==> config.mk <==
export PLATFORM = sky130hd
export DESIGN_NAME = bkef_top
export DESIGN_NICKNAME = d
export VERILOG_FILES = /design/src/bkef_sync3.v /design/src/bkef_top.v
export VERILOG_INCLUDE_DIRS = /design/src /design/src/src
export SDC_FILE = /design/constraint.sdc
export NUM_CORES = 1
export LEC_CHECK = 0
export BUFFER_PORTS_ARGS = -buffer_cell sky130_fd_sc_hd__buf_4
export CORE_MARGIN = 1.5
export CORE_UTILIZATION = 59
export DETAILED_ROUTE_END_ITERATION = 6
export PLACE_DENSITY_LB_ADDON = 0.25
export SYNTH_ARGS = -nofsm -noshare
export SYNTH_HDL_FRONTEND = slang
export SYNTH_SLANG_ARGS = --single-unit
==> constraint.sdc <==
create_clock -name mclk_i -period 6.1 [get_ports mclk_i]
set_input_delay 1.22 -clock mclk_i [delete_from_list [all_inputs] [get_ports mclk_i]]
set_output_delay 1.22 -clock mclk_i [all_outputs]
set_load 0.005 [all_outputs]
==> src/bkef_consts.vh <==
// Constants for the backup event-flag and system-control block.
// Assumes inclusion by bare name from the design files under src/.
`ifndef BKEF_CONSTS_VH
`define BKEF_CONSTS_VH

// ********************************************************************
// Register map
// ********************************************************************
`define BKEF_OFF_MASK        8'h0e
`define BKEF_OFF_FLAG        8'h0f
`define BKEF_OFF_SYSCTL      8'h10
`define BKEF_OFF_SETUP       8'h01
`define BKEF_OFF_STORFN      8'h02
`define BKEF_RST_FLAG        8'h00
`define BKEF_RST_SYSCTL      8'h02
`define BKEF_RST_MASK        8'h00
`define BKEF_RST_SETUP       8'h01
`define BKEF_RST_STORFN      8'h00

// ********************************************************************
// Field positions
// ********************************************************************
`define BKEF_FLG_INOV        7
`define BKEF_FLG_INOC        6
`define BKEF_FLG_STSC        5
`define BKEF_FLG_RBLK        4
`define BKEF_FLG_CMEAS       3
`define BKEF_FLG_ADC         2
`define BKEF_FLG_TWARN       1
`define BKEF_FLG_TSHD        0
`define BKEF_SYS_ADCEN       7
`define BKEF_SYS_RECOV       5
`define BKEF_SYS_TSACT       4
`define BKEF_SYS_STOV        3
`define BKEF_SYS_BFAIL       2
`define BKEF_SYS_PGOOD       1
`define BKEF_SYS_BLKON       0
`define BKEF_SETUP_OVEN      7
`define BKEF_SETUP_ENA       0
`define BKEF_STOR_RBEN       6
`define BKEF_STOR_MEAS       5
`define BKEF_SYS_WMASK       8'hb0

// ********************************************************************
// Timing at 200 MHz (5 ns period)
// ********************************************************************
`define BKEF_CLK_PERIOD_NS   5
`define BKEF_QUAL_DLY_US     1000
`define BKEF_RETRY_MS        300
`define BKEF_QUAL_CYC        ((`BKEF_QUAL_DLY_US * 1000) / `BKEF_CLK_PERIOD_NS)
`define BKEF_RETRY_CYC       ((`BKEF_RETRY_MS * 1000000) / `BKEF_CLK_PERIOD_NS)

`endif

==> src/bkef_sync3.v <==
// Three-stage input qualifier for asynchronous level inputs.
// Assumes one clock and a synchronous-released active-low reset.
`timescale 1ns/1ps
`default_nettype none

module bkef_sync3 (
    input  wire       clk_i,
    input  wire       rst_n_i,
    input  wire       d_i,
    output reg        q_o
);
    reg               s1_r;
    reg               s2_r;
    reg               s3_r;

    // ****************************************************************
    // Synchroniser; change accepted once stages two and three agree
    // ****************************************************************
    always @(posedge clk_i or negedge rst_n_i) begin
        if (!rst_n_i) begin
            s1_r <= 1'b0;
            s2_r <= 1'b0;
            s3_r <= 1'b0;
            q_o  <= 1'b0;
        end else begin
            s1_r <= d_i;
            s2_r <= s1_r;
            s3_r <= s2_r;
            if (s2_r == s3_r) begin
                q_o <= s3_r;     // Glitch of one cycle is dropped
            end
        end
    end
endmodule

`default_nettype wire

==> src/bkef_top.v <==
// Event flags, interrupt mask and system control of a backup manager,
// with power-on qualification of the input source.
// Assumes analog comparators arrive as asynchronous levels and the
// register port is a simple synchronous address/strobe interface.
`timescale 1ns/1ps
`default_nettype none
`include "bkef_consts.vh"

module bkef_top #(
    parameter QUAL_CYC  = `BKEF_QUAL_CYC,
    parameter RETRY_CYC = `BKEF_RETRY_CYC
) (
    input  wire       mclk_i,
    input  wire       arst_n_i,
    input  wire       in_above_por_i,
    input  wire       in_above_ov_i,
    input  wire       in_overcurrent_i,
    input  wire       stor_short_i,
    input  wire       rev_current_i,
    input  wire       temp_warn_i,
    input  wire       temp_shdn_i,
    input  wire       stor_over_i,
    input  wire       bus_below_fail_i,
    input  wire       meas_done_i,
    input  wire       adc_done_i,
    input  wire       buck_below_off_i,
    input  wire       reg_wr_i,
    input  wire       reg_rd_i,
    input  wire [7:0] reg_addr_i,
    input  wire [7:0] reg_wdata_i,
    output reg  [7:0] reg_rdata_o,
    output reg        reg_ready_o,
    output reg        int_n_o,
    output reg        supply_on_o,
    output reg        qual_load_o,
    output reg        blk_switch_on_o,
    output reg        buck_mode_o,
    output reg        all_off_o,
    output reg        adc_start_o,
    output reg        meas_start_o
);

    // ****************************************************************
    // States and declarations
    // ****************************************************************
    localparam [4:0] ST_OFF   = 5'b00001;
    localparam [4:0] ST_QUAL  = 5'b00010;
    localparam [4:0] ST_WAIT  = 5'b00100;
    localparam [4:0] ST_ON    = 5'b01000;
    localparam [4:0] ST_BUCK  = 5'b10000;

    reg        rst_m_r;
    reg        rst_n_r;
    wire       por_s;
    wire       ov_s;
    wire       oc_s;
    wire       sc_s;
    wire       rb_s;
    wire       tw_s;
    wire       ts_s;
    wire       sov_s;
    wire       bf_s;
    wire       md_s;
    wire       ad_s;
    wire       bo_s;
    reg  [4:0] st_r;
    reg  [4:0] st_nxt;
    reg [31:0] cnt_r;
    reg [31:0] cnt_nxt;
    reg  [7:0] flag_r;
    reg  [7:0] mask_r;
    reg  [7:0] sysc_r;
    reg  [7:0] setup_r;
    reg  [7:0] storfn_r;
    reg        md_d_r;
    reg        ad_d_r;
    reg  [7:0] flag_set;
    reg  [7:0] flag_clr;
    reg        stov_set;
    reg        bf_set;
    wire       wr_flag;
    wire       wr_sys;
    wire       regs_live;

    // ****************************************************************
    // Reset release through two flops
    // ****************************************************************
    always @(posedge mclk_i or negedge arst_n_i) begin
        if (!arst_n_i) begin
            rst_m_r <= 1'b0;
            rst_n_r <= 1'b0;
        end else begin
            rst_m_r <= 1'b1;
            rst_n_r <= rst_m_r;
        end
    end

    // ****************************************************************
    // Comparator input qualification
    // ****************************************************************
    bkef_sync3 u_por (.clk_i(mclk_i), .rst_n_i(rst_n_r),
        .d_i(in_above_por_i), .q_o(por_s));
    bkef_sync3 u_ov  (.clk_i(mclk_i), .rst_n_i(rst_n_r),
        .d_i(in_above_ov_i), .q_o(ov_s));
    bkef_sync3 u_oc  (.clk_i(mclk_i), .rst_n_i(rst_n_r),
        .d_i(in_overcurrent_i), .q_o(oc_s));
    bkef_sync3 u_sc  (.clk_i(mclk_i), .rst_n_i(rst_n_r),
        .d_i(stor_short_i), .q_o(sc_s));
    bkef_sync3 u_rb  (.clk_i(mclk_i), .rst_n_i(rst_n_r),
        .d_i(rev_current_i), .q_o(rb_s));
    bkef_sync3 u_tw  (.clk_i(mclk_i), .rst_n_i(rst_n_r),
        .d_i(temp_warn_i), .q_o(tw_s));
    bkef_sync3 u_ts  (.clk_i(mclk_i), .rst_n_i(rst_n_r),
        .d_i(temp_shdn_i), .q_o(ts_s));
    bkef_sync3 u_sov (.clk_i(mclk_i), .rst_n_i(rst_n_r),
        .d_i(stor_over_i), .q_o(sov_s));
    bkef_sync3 u_bf  (.clk_i(mclk_i), .rst_n_i(rst_n_r),
        .d_i(bus_below_fail_i), .q_o(bf_s));
    bkef_sync3 u_md  (.clk_i(mclk_i), .rst_n_i(rst_n_r),
        .d_i(meas_done_i), .q_o(md_s));
    bkef_sync3 u_ad  (.clk_i(mclk_i), .rst_n_i(rst_n_r),
        .d_i(adc_done_i), .q_o(ad_s));
    bkef_sync3 u_bo  (.clk_i(mclk_i), .rst_n_i(rst_n_r),
        .d_i(buck_below_off_i), .q_o(bo_s));

    // Registers only answer once the supply is up and sequence done
    assign regs_live = (st_r == ST_ON) || (st_r == ST_BUCK);
    assign wr_flag = reg_wr_i && regs_live &&
                     (reg_addr_i == `BKEF_OFF_FLAG);
    assign wr_sys  = reg_wr_i && regs_live &&
                     (reg_addr_i == `BKEF_OFF_SYSCTL);

    // ****************************************************************
    // Power-on and qualification sequence
    // ****************************************************************
    always @* begin
        st_nxt  = st_r;
        cnt_nxt = cnt_r;
        case (st_r)
            ST_OFF: begin
                cnt_nxt = 32'h0000_0000;
                if (por_s) begin
                    st_nxt = ST_QUAL;
                end
            end
            ST_QUAL: begin
                // Source must hold above threshold under load
                if (!por_s || ov_s) begin
                    st_nxt  = ST_WAIT;
                    cnt_nxt = 32'h0000_0000;
                end else if (cnt_r >= QUAL_CYC - 1) begin
                    st_nxt  = ST_ON;
                    cnt_nxt = 32'h0000_0000;
                end else begin
                    cnt_nxt = cnt_r + 32'h0000_0001;
                end
            end
            ST_WAIT: begin
                if (cnt_r >= RETRY_CYC - 1) begin
                    st_nxt  = ST_QUAL;
                    cnt_nxt = 32'h0000_0000;
                end else begin
                    cnt_nxt = cnt_r + 32'h0000_0001;
                end
            end
            ST_ON: begin
                if (ts_s && !sysc_r[`BKEF_SYS_TSACT]) begin
                    st_nxt = ST_BUCK;
                end else if (bf_s || !por_s || rb_s || oc_s) begin
                    st_nxt = ST_BUCK;
                end
            end
            ST_BUCK: begin
                cnt_nxt = 32'h0000_0000;
                if (por_s && !ov_s && !ts_s && !bf_s &&
                    sysc_r[`BKEF_SYS_RECOV]) begin
                    st_nxt = ST_QUAL;
                end else if (bo_s) begin
                    st_nxt = ST_QUAL;
                end
            end
            default: begin
                st_nxt  = ST_OFF;
                cnt_nxt = 32'h0000_0000;
            end
        endcase
        // Hard thermal action wins in every state but off; input collapse wins in every state but buck
        if (ts_s && sysc_r[`BKEF_SYS_TSACT] && st_r != ST_OFF) begin
            st_nxt = ST_OFF;
        end
        if (!por_s && st_r != ST_BUCK) begin
            st_nxt = ST_OFF;
        end
    end

    always @(posedge mclk_i or negedge rst_n_r) begin
        if (!rst_n_r) begin
            st_r  <= ST_OFF;
            cnt_r <= 32'h0000_0000;
        end else begin
            st_r  <= st_nxt;
            cnt_r <= cnt_nxt;
        end
    end

    // ****************************************************************
    // Event sources; hardware set beats host clear
    // ****************************************************************
    always @* begin
        flag_set = 8'h00;
        flag_set[`BKEF_FLG_INOV]  = ov_s &&
            setup_r[`BKEF_SETUP_OVEN];
        flag_set[`BKEF_FLG_INOC]  = oc_s;
        flag_set[`BKEF_FLG_STSC]  = sc_s;
        flag_set[`BKEF_FLG_RBLK]  = rb_s &&
            storfn_r[`BKEF_STOR_RBEN];
        flag_set[`BKEF_FLG_CMEAS] = md_s && !md_d_r;
        flag_set[`BKEF_FLG_ADC]   = ad_s && !ad_d_r;
        flag_set[`BKEF_FLG_TWARN] = tw_s;
        flag_set[`BKEF_FLG_TSHD]  = ts_s;
        flag_clr = wr_flag ? reg_wdata_i : 8'h00;
        stov_set = sov_s;
        bf_set   = bf_s;
    end

    // ****************************************************************
    // Register file
    // ****************************************************************
    always @(posedge mclk_i or negedge rst_n_r) begin
        if (!rst_n_r) begin
            flag_r   <= `BKEF_RST_FLAG;
            mask_r   <= `BKEF_RST_MASK;
            sysc_r   <= `BKEF_RST_SYSCTL;
            setup_r  <= `BKEF_RST_SETUP;
            storfn_r <= `BKEF_RST_STORFN;
            md_d_r   <= 1'b0;
            ad_d_r   <= 1'b0;
        end else if (st_r == ST_OFF) begin
            // Defaults restored while the sequence sits in ST_OFF
            flag_r   <= `BKEF_RST_FLAG;
            mask_r   <= `BKEF_RST_MASK;
            sysc_r   <= `BKEF_RST_SYSCTL;
            setup_r  <= `BKEF_RST_SETUP;
            storfn_r <= `BKEF_RST_STORFN;
            md_d_r   <= md_s;
            ad_d_r   <= ad_s;
        end else begin
            md_d_r <= md_s;
            ad_d_r <= ad_s;
            flag_r <= (flag_r & ~flag_clr) | flag_set;
            if (reg_wr_i && regs_live &&
                reg_addr_i == `BKEF_OFF_MASK) begin
                mask_r <= reg_wdata_i;
            end
            if (reg_wr_i && regs_live &&
                reg_addr_i == `BKEF_OFF_SETUP) begin
                setup_r <= reg_wdata_i;
            end
            if (reg_wr_i && regs_live &&
                reg_addr_i == `BKEF_OFF_STORFN) begin
                storfn_r <= reg_wdata_i;
            end
            if (wr_sys) begin
                sysc_r[7] <= reg_wdata_i[7];
                sysc_r[5] <= reg_wdata_i[5];
                sysc_r[4] <= reg_wdata_i[4];
            end
            sysc_r[`BKEF_SYS_STOV] <= (sysc_r[`BKEF_SYS_STOV] &&
                !(wr_sys && reg_wdata_i[`BKEF_SYS_STOV])) ||
                stov_set;
            sysc_r[`BKEF_SYS_BFAIL] <= (sysc_r[`BKEF_SYS_BFAIL] &&
                !(wr_sys && reg_wdata_i[`BKEF_SYS_BFAIL])) ||
                bf_set;
            sysc_r[`BKEF_SYS_PGOOD] <= por_s && !ov_s;
            // Same term as the switch output, so status never lies
            sysc_r[`BKEF_SYS_BLKON] <= (st_nxt == ST_ON) &&
                setup_r[`BKEF_SETUP_ENA];
            sysc_r[6] <= 1'b0;
        end
    end

    // ****************************************************************
    // Outputs: read port, interrupt, sequence controls
    // ****************************************************************
    always @(posedge mclk_i or negedge rst_n_r) begin
        if (!rst_n_r) begin
            reg_rdata_o     <= 8'h00;
            reg_ready_o     <= 1'b0;
            int_n_o         <= 1'b1;
            supply_on_o     <= 1'b0;
            qual_load_o     <= 1'b0;
            blk_switch_on_o <= 1'b0;
            buck_mode_o     <= 1'b0;
            all_off_o       <= 1'b1;
            adc_start_o     <= 1'b0;
            meas_start_o    <= 1'b0;
        end else begin
            reg_ready_o <= regs_live;
            if (reg_rd_i && regs_live) begin
                case (reg_addr_i)
                    `BKEF_OFF_FLAG:   reg_rdata_o <= flag_r;
                    `BKEF_OFF_MASK:   reg_rdata_o <= mask_r;
                    `BKEF_OFF_SYSCTL: reg_rdata_o <= sysc_r;
                    `BKEF_OFF_SETUP:  reg_rdata_o <= setup_r;
                    `BKEF_OFF_STORFN: reg_rdata_o <= storfn_r;
                    default:          reg_rdata_o <= 8'h00;
                endcase
            end
            // Mask hides the event from the pin only
            int_n_o <= !(|(flag_r & ~mask_r) ||
                sysc_r[`BKEF_SYS_STOV] ||
                sysc_r[`BKEF_SYS_BFAIL] ||
                !sysc_r[`BKEF_SYS_PGOOD]);
            supply_on_o     <= (st_nxt != ST_OFF);
            qual_load_o     <= (st_nxt == ST_QUAL);
            blk_switch_on_o <= (st_nxt == ST_ON) &&
                setup_r[`BKEF_SETUP_ENA];
            buck_mode_o     <= (st_nxt == ST_BUCK);
            all_off_o       <= (st_nxt == ST_OFF);
            // Start pulses on rising control bits only
            adc_start_o  <= wr_sys && reg_wdata_i[`BKEF_SYS_ADCEN] &&
                !sysc_r[`BKEF_SYS_ADCEN];
            meas_start_o <= reg_wr_i && regs_live &&
                reg_addr_i == `BKEF_OFF_STORFN &&
                reg_wdata_i[`BKEF_STOR_MEAS] &&
                !storfn_r[`BKEF_STOR_MEAS];
        end
    end
endmodule

`default_nettype wire

=== Yosys cells after proc, flatten, opt, wreduce, memory -nomap -nowiden ===
Index checks and enable logic that the tools add are counted.

* Logic and storage cells: 190
* Register bits: 146
* Input port bits: 32
* Output and inout port bits: 17

* Add/subtract/negate cells: 1
* Reductions and logical operators: 56
* Bitwise logic cells: 5
* Eq/ne operators: 29
* $lt $le $gt $ge: 2
* Mux-type cells: 27

{| class="wikitable"
|+ Operator list
! cell !! number
|-
| $mux 32 || 3
|-
| $pmux 32 s3 || 1
|-
| $mux 8 || 9
|-
| $mux 5 || 10
|-
| $pmux 8 s5 || 1
|-
| $add 32x1->32 const B || 1
|-
| $ge 32x18->1 const B || 1
|-
| $ge 32x26->1 const B || 1
|-
| $logic_and 1x1->1 || 28
|-
| $pmux 5 s5 || 1
|-
| $and 8x8->8 || 2
|-
| $eq 8x4->1 const B || 2
|-
| $not 8->8 || 2
|-
| $logic_not 1->1 || 13
|-
| $eq 1x1->1 || 12
|-
| $eq 5x1->1 const B || 2
|-
| $eq 5x2->1 const B || 2
|-
| $eq 5x4->1 const B || 2
|-
| $eq 5x5->1 const B || 2
|-
| $logic_or 1x1->1 || 10
|-
| $ne 5x1->1 const B || 2
|-
| $eq 8x1->1 const B || 1
|-
| $eq 8x2->1 const B || 1
|-
| $eq 8x5->1 const B || 1
|-
| other kinds (7) || 10
|}

=== Longest topological paths before layout ===
* Depth in word-level cells: 12
* Depth in mapped cells: 9
* Gate-level depth less buffers: 7

=== Hierarchy ===
From an unflattened synthesis, not the netlist that was laid out.

* Cell total of the unflattened synthesis: 536
* Area, all modules: 6200.9 um^2

{| class="wikitable"
|+ Modules (own cells, without submodules)
! module !! instances !! seq. area each (um^2) !! cells each !! area an instance (um^2)
|-
| bkef_top || 1 || 2433.6 || 476 || 4864.7
|-
| bkef_sync3 || 12 || 100.1 || 5 || 111.4
|}

=== Worst setup path after synthesis ===
OpenSTA, ideal clock, no wires.

* Path kind: input port to flip-flop
* From: input port reg_addr_i[5]
* To: register flag_r[7]
* Path slack: 3256 ps
* Data arrival time: 2712 ps
* Library setup time: 132 ps
* Required time: 5968 ps
* Cell stages on the path: 7
* Path buffers: 1
* Path through: or3_1 nor4b_2 and2b_1 buf_2 nand2_1 a22oi_1 nor2_1

* Longest elaborated chain between the ends: 7

{| class="wikitable"
|+ Ends and longest elaborated chain
! item !! RTL line !! RTL
|-
| start, declared || bkef_top.v:29 || <nowiki>input wire [7:0] reg_addr_i,</nowiki>
|-
| $eq 8x4->1 || -- ||
|-
| $logic_and 1x1->1 || bkef_top.v:128 || <nowiki>assign wr_flag = reg_wr_i && regs_live &&</nowiki>
|-
| $mux 8 || bkef_top.v:221 || <nowiki>flag_clr = wr_flag ? reg_wdata_i : 8'h00;</nowiki>
|-
| $not 8->8 || bkef_top.v:250 || <nowiki>flag_r <= (flag_r & ~flag_clr) | flag_set;</nowiki>
|-
| $and 8x8->8 || bkef_top.v:250 ||
|-
| $or 8x8->8 || bkef_top.v:250 ||
|-
| $mux 8 || bkef_top.v:238 || <nowiki>end else if (st_r == ST_OFF) begin</nowiki>
|-
| end signal, assigned || bkef_top.v:231 || <nowiki>flag_r <= `BKEF_RST_FLAG;</nowiki>
|-
| end signal, assigned || bkef_top.v:240 || <nowiki>flag_r <= `BKEF_RST_FLAG;</nowiki>
|-
| end signal, assigned || bkef_top.v:250 ||
|-
| end, declared || bkef_top.v:70 || <nowiki>reg [7:0] flag_r;</nowiki>
|}

No other way between the ends.
A chain may end at the register's enable or synchronous reset.

=== Worst setup path in the final report ===
* From: input port reg_addr_i[5]
* To: register setup_r[2]

* Longest elaborated chain between the ends: 3

{| class="wikitable"
|+ Ends and longest elaborated chain
! item !! RTL line !! RTL
|-
| $eq 8x1->1 || -- ||
|-
| $logic_and 1x1->1 (no line) || -- ||
|-
| $reduce_bool 2->1 (no line) || -- ||
|-
| end signal, assigned || bkef_top.v:234 || <nowiki>setup_r <= `BKEF_RST_SETUP;</nowiki>
|-
| end signal, assigned || bkef_top.v:243 || <nowiki>setup_r <= `BKEF_RST_SETUP;</nowiki>
|-
| end signal, assigned || bkef_top.v:257 || <nowiki>setup_r <= reg_wdata_i;</nowiki>
|-
| end, declared || bkef_top.v:73 || <nowiki>reg [7:0] setup_r;</nowiki>
|}

No other way between the ends.

==> impl_metrics.json <==
{
  "place_ws_ns": 2.641,
  "post_cts_resized": 0,
  "max_freq_ghz": 0.3391,
  "min_path_type": "register to register",
  "syn_nets": 580,
  "drt-total-wl_um": 12750,
  "vias": 4424,
  "max_cap_violations": 0,
  "rrSetupSlack_ns": 3.41,
  "numPortBuffers": 48,
  "synth_cells": 547,
  "fin_skew_ns": 0.008165,
  "die_w_um": 104.5,
  "viasPerCell": 5.962,
  "grt.total_usage_pct": 25.48,
  "floorplan.rows": 36,
  "internal_power_mw": 1.675,
  "fin_cells": 742,
  "critPathCaptureType": "register",
  "setup_tns_ns": 0,
  "finalSetupViolations": 0,
  "worstPathArrival_ns": 3.34,
  "start_util_pct": 61.66,
  "post_drt_wl_per_cell_um": 17.18,
  "gp_congestion": 0.8439,
  "hpwl_um": 8373,
  "cp_cell_sequence": "buf_4 > or3_1 > nor4bb_1 > buf_4 > nor2b_1 > mux2i_1 > nor2_1",
  "finish.net_count": 629,
  "syn_avg_cell_area_um2": 11.12,
  "fin_crit_sh_pct": 48.34,
  "grt_max_degree": 79,
  "dieArea_mm2": 0.01093,
  "path_clk_slew_ns": 0.06,
  "cts_buffers": 17,
  "r2r-start": "cnt_r[0]$_DFFE_PN0N_",
  "reg2reg_to": "cnt_r[31]$_DFFE_PN0N_",
  "worst_pin_slew_ns": 0.9775,
  "clockRootBuffer": "clkbuf_8",
  "power_mw": 2.309,
  "pwr-share-seq_pct": 47.1,
  "hold_end": "u_ts.s2_r$_DFF_PN0_",
  "cts_tree": "built",
  "ir_worst_vdd_mv": 0.2188,
  "synth-seq-cells": 145,
  "p_sw_uw": 633.7,
  "antenna_found_initial": 0,
  "switching_share_pct": 27.45,
  "fin_crit_ns": 2.949,
  "layout_commonest_cell": "dfrtp_1",
  "hp-start": "u_ts.s1_r$_DFF_PN0_",
  "combPwrFrac_pct": 9.3,
  "relSlewSlack_pct": 34.23,
  "clkSinkCount": 145,
  "slew_violations": 0,
  "worstPathMaxFanout": 9,
  "drt_first_pass_iters": 6,
  "drc_errors": 0,
  "crit_slowest_cell": "nor2b_1",
  "outcome": "finished, final reports clean",
  "hold_viol_final": 0,
  "critical_path.max_stage_delay_ns": 0.72,
  "post-place-cells": 710,
  "cp-start-kind": "input port",
  "clkPwrFrac_pct": 43.6,
  "ys_types": 59,
  "setup_ws_ns": 3.151,
  "yosysSeqAreaShare_pct": 59.76,
  "htreeDepth": 4,
  "grt_first_pass_wirelength_um": 21930,
  "antenna_cells": 0,
  "die_h_um": 104.5,
  "required_ns": 6.50,
  "synth-edff-count": 0,
  "power_density_mw_per_mm2": 323.7,
  "layout-drive-gt1-share_pct": 17.24,
  "yosysWarnings": 0,
  "path_class": "input port to register",
  "coreArea_mm2": 0.009864,
  "post_cts_buffers": 0,
  "grt_pass1_vias": 4340,
  "cts_hold_buf": 0,
  "crit_top_cell": "buf_4",
  "pin_count": 49,
  "area_growth_pct": 17.24,
  "ys.flop_type": "dfrtp_1",
  "holdWs_ns": 0.3482,
  "layout_common_cells": "dfrtp_1, nor2_1, buf_4",
  "clk_latency_ns": 0.53,
  "holdPathStages": 0,
  "synthArstFlopShare_pct": 100.0,
  "clk_path_buf_depth": 2,
  "reg2reg_depth": 8,
  "synth_area_mm2": 0.006082,
  "p_leak_nw": 3.113,
  "grt.overflow.total": 0,
  "rsz0062_at_grt": "false",
  "antenna_left": 0,
  "drt_iter0_drc": 524
}
==> cells by family after synthesis <==
kind of cell	share of synthesized area (%)
buffers and inverters	2.633
AND/OR/NAND/NOR	17.92
AO/OA/AOI/OAI	10.43
adder cells (fa/ha/maj)	2.181
flip-flops	59.76
other	0.06166
multiplexers	4.279
XOR/XNOR	2.736
==> worst max-delay path: cells and delay by family <==
family	cells	cell delay, ns
and+or+nand+nor	4	1.50
buffers and inverters	2	0.33
muxes	1	0.30
==> state kept, by name, indices dropped and copies added, names as in the netlist, 5 cells and up <==
name / cells
sysc_r: 7
reg_rdata_o: 8
cnt_r: 32
flag_r: 8
storfn_r: 8
setup_r: 8
mask_r: 8
st_r: 5
==> final cells by class <==
type | count | area [um^2]
Clock buffer | 18 | 417.9
Clock inverter | 14 | 163.9
Fill cell | 694 | 2734
Inverter | 14 | 52.55
Multi-Input combinational cell | 365 | 2293
Sequential cell | 145 | 3638
Tap cell | 133 | 166.4
Timing Repair Buffer | 53 | 397.9
==> per-layer routing <==
metal	vias to the layer above	track usage, %	part of all wire [%]
li1	2041	-	-
met1	2177	36.47	45
met2	187	38.58	47
met3	19	6.613	7.0
met4	0	7.639	1.1
met5	-	0	0
==> worst max-delay path by stage <==
stage                            startpoint                     end  slack [ns]  cells after the start
after detailed placement      reg_addr_i[5]  setup_r[3]$_DFFE_PN0P_        2.64                      7
after global routing          reg_addr_i[5]  setup_r[2]$_DFFE_PN0P_        2.98                      7
after global placement        reg_addr_i[5]  setup_r[3]$_DFFE_PN0P_        2.74                      7
final                         reg_addr_i[5]  setup_r[2]$_DFFE_PN0P_        3.15                      7
after floorplan           rst_n_r$_DFF_PN0_        ad_d_r$_DFF_PN0_        1.77                      0
after CTS                     reg_addr_i[5]  setup_r[2]$_DFFE_PN0P_        3.16                      7
==> synth_stat cells, types with 6 or more instances <==
cell type  instances  share of area (%)
a222oi_1           8                1.3
and3_1            13                1.3
maj3_1            12                2.0
nor2_2             8               0.82
a21oi_1           25                2.1
buf_2              8               0.66
clkbuf_1          12               0.74
nor4_1            10                1.0
inv_1             14               0.86
xor2_1            12                1.7
o21ai_0           12               0.99
nor2_1            67                4.1
dfrtp_1          140                 58
a22oi_1            9                1.1
nand4_1            6               0.62
a21o_1            13                1.6
xnor2_1            7                1.0
nand2_1           40                2.5
nand3_1           16                1.3
nor2b_1            6               0.62
mux2i_1           26                4.3
nor3_1            14                1.2
==> per-stage QoR <==
stage / util [%] / area, um^2
finish: 72.29 / 7131
CTS: 72.29 / 7131
detailed placement: 66.39 / 6549
global placement: 66.39 / 6549
global route: 72.29 / 7131
floorplan: - / 6082
==> power by group through the flow <==
stage	Clock (mW)	Combinational (mW)	Sequential, mW
final	1.01	0.215	1.09
after global routing	1.07	0.239	1.10
after CTS	1.02	0.215	1.08
after detailed placement	0	0.210	1.10
after global placement	0	0.204	1.10
after floorplan	0	0.135	1.09
Note: power is estimated with default switching activity, not from simulation.
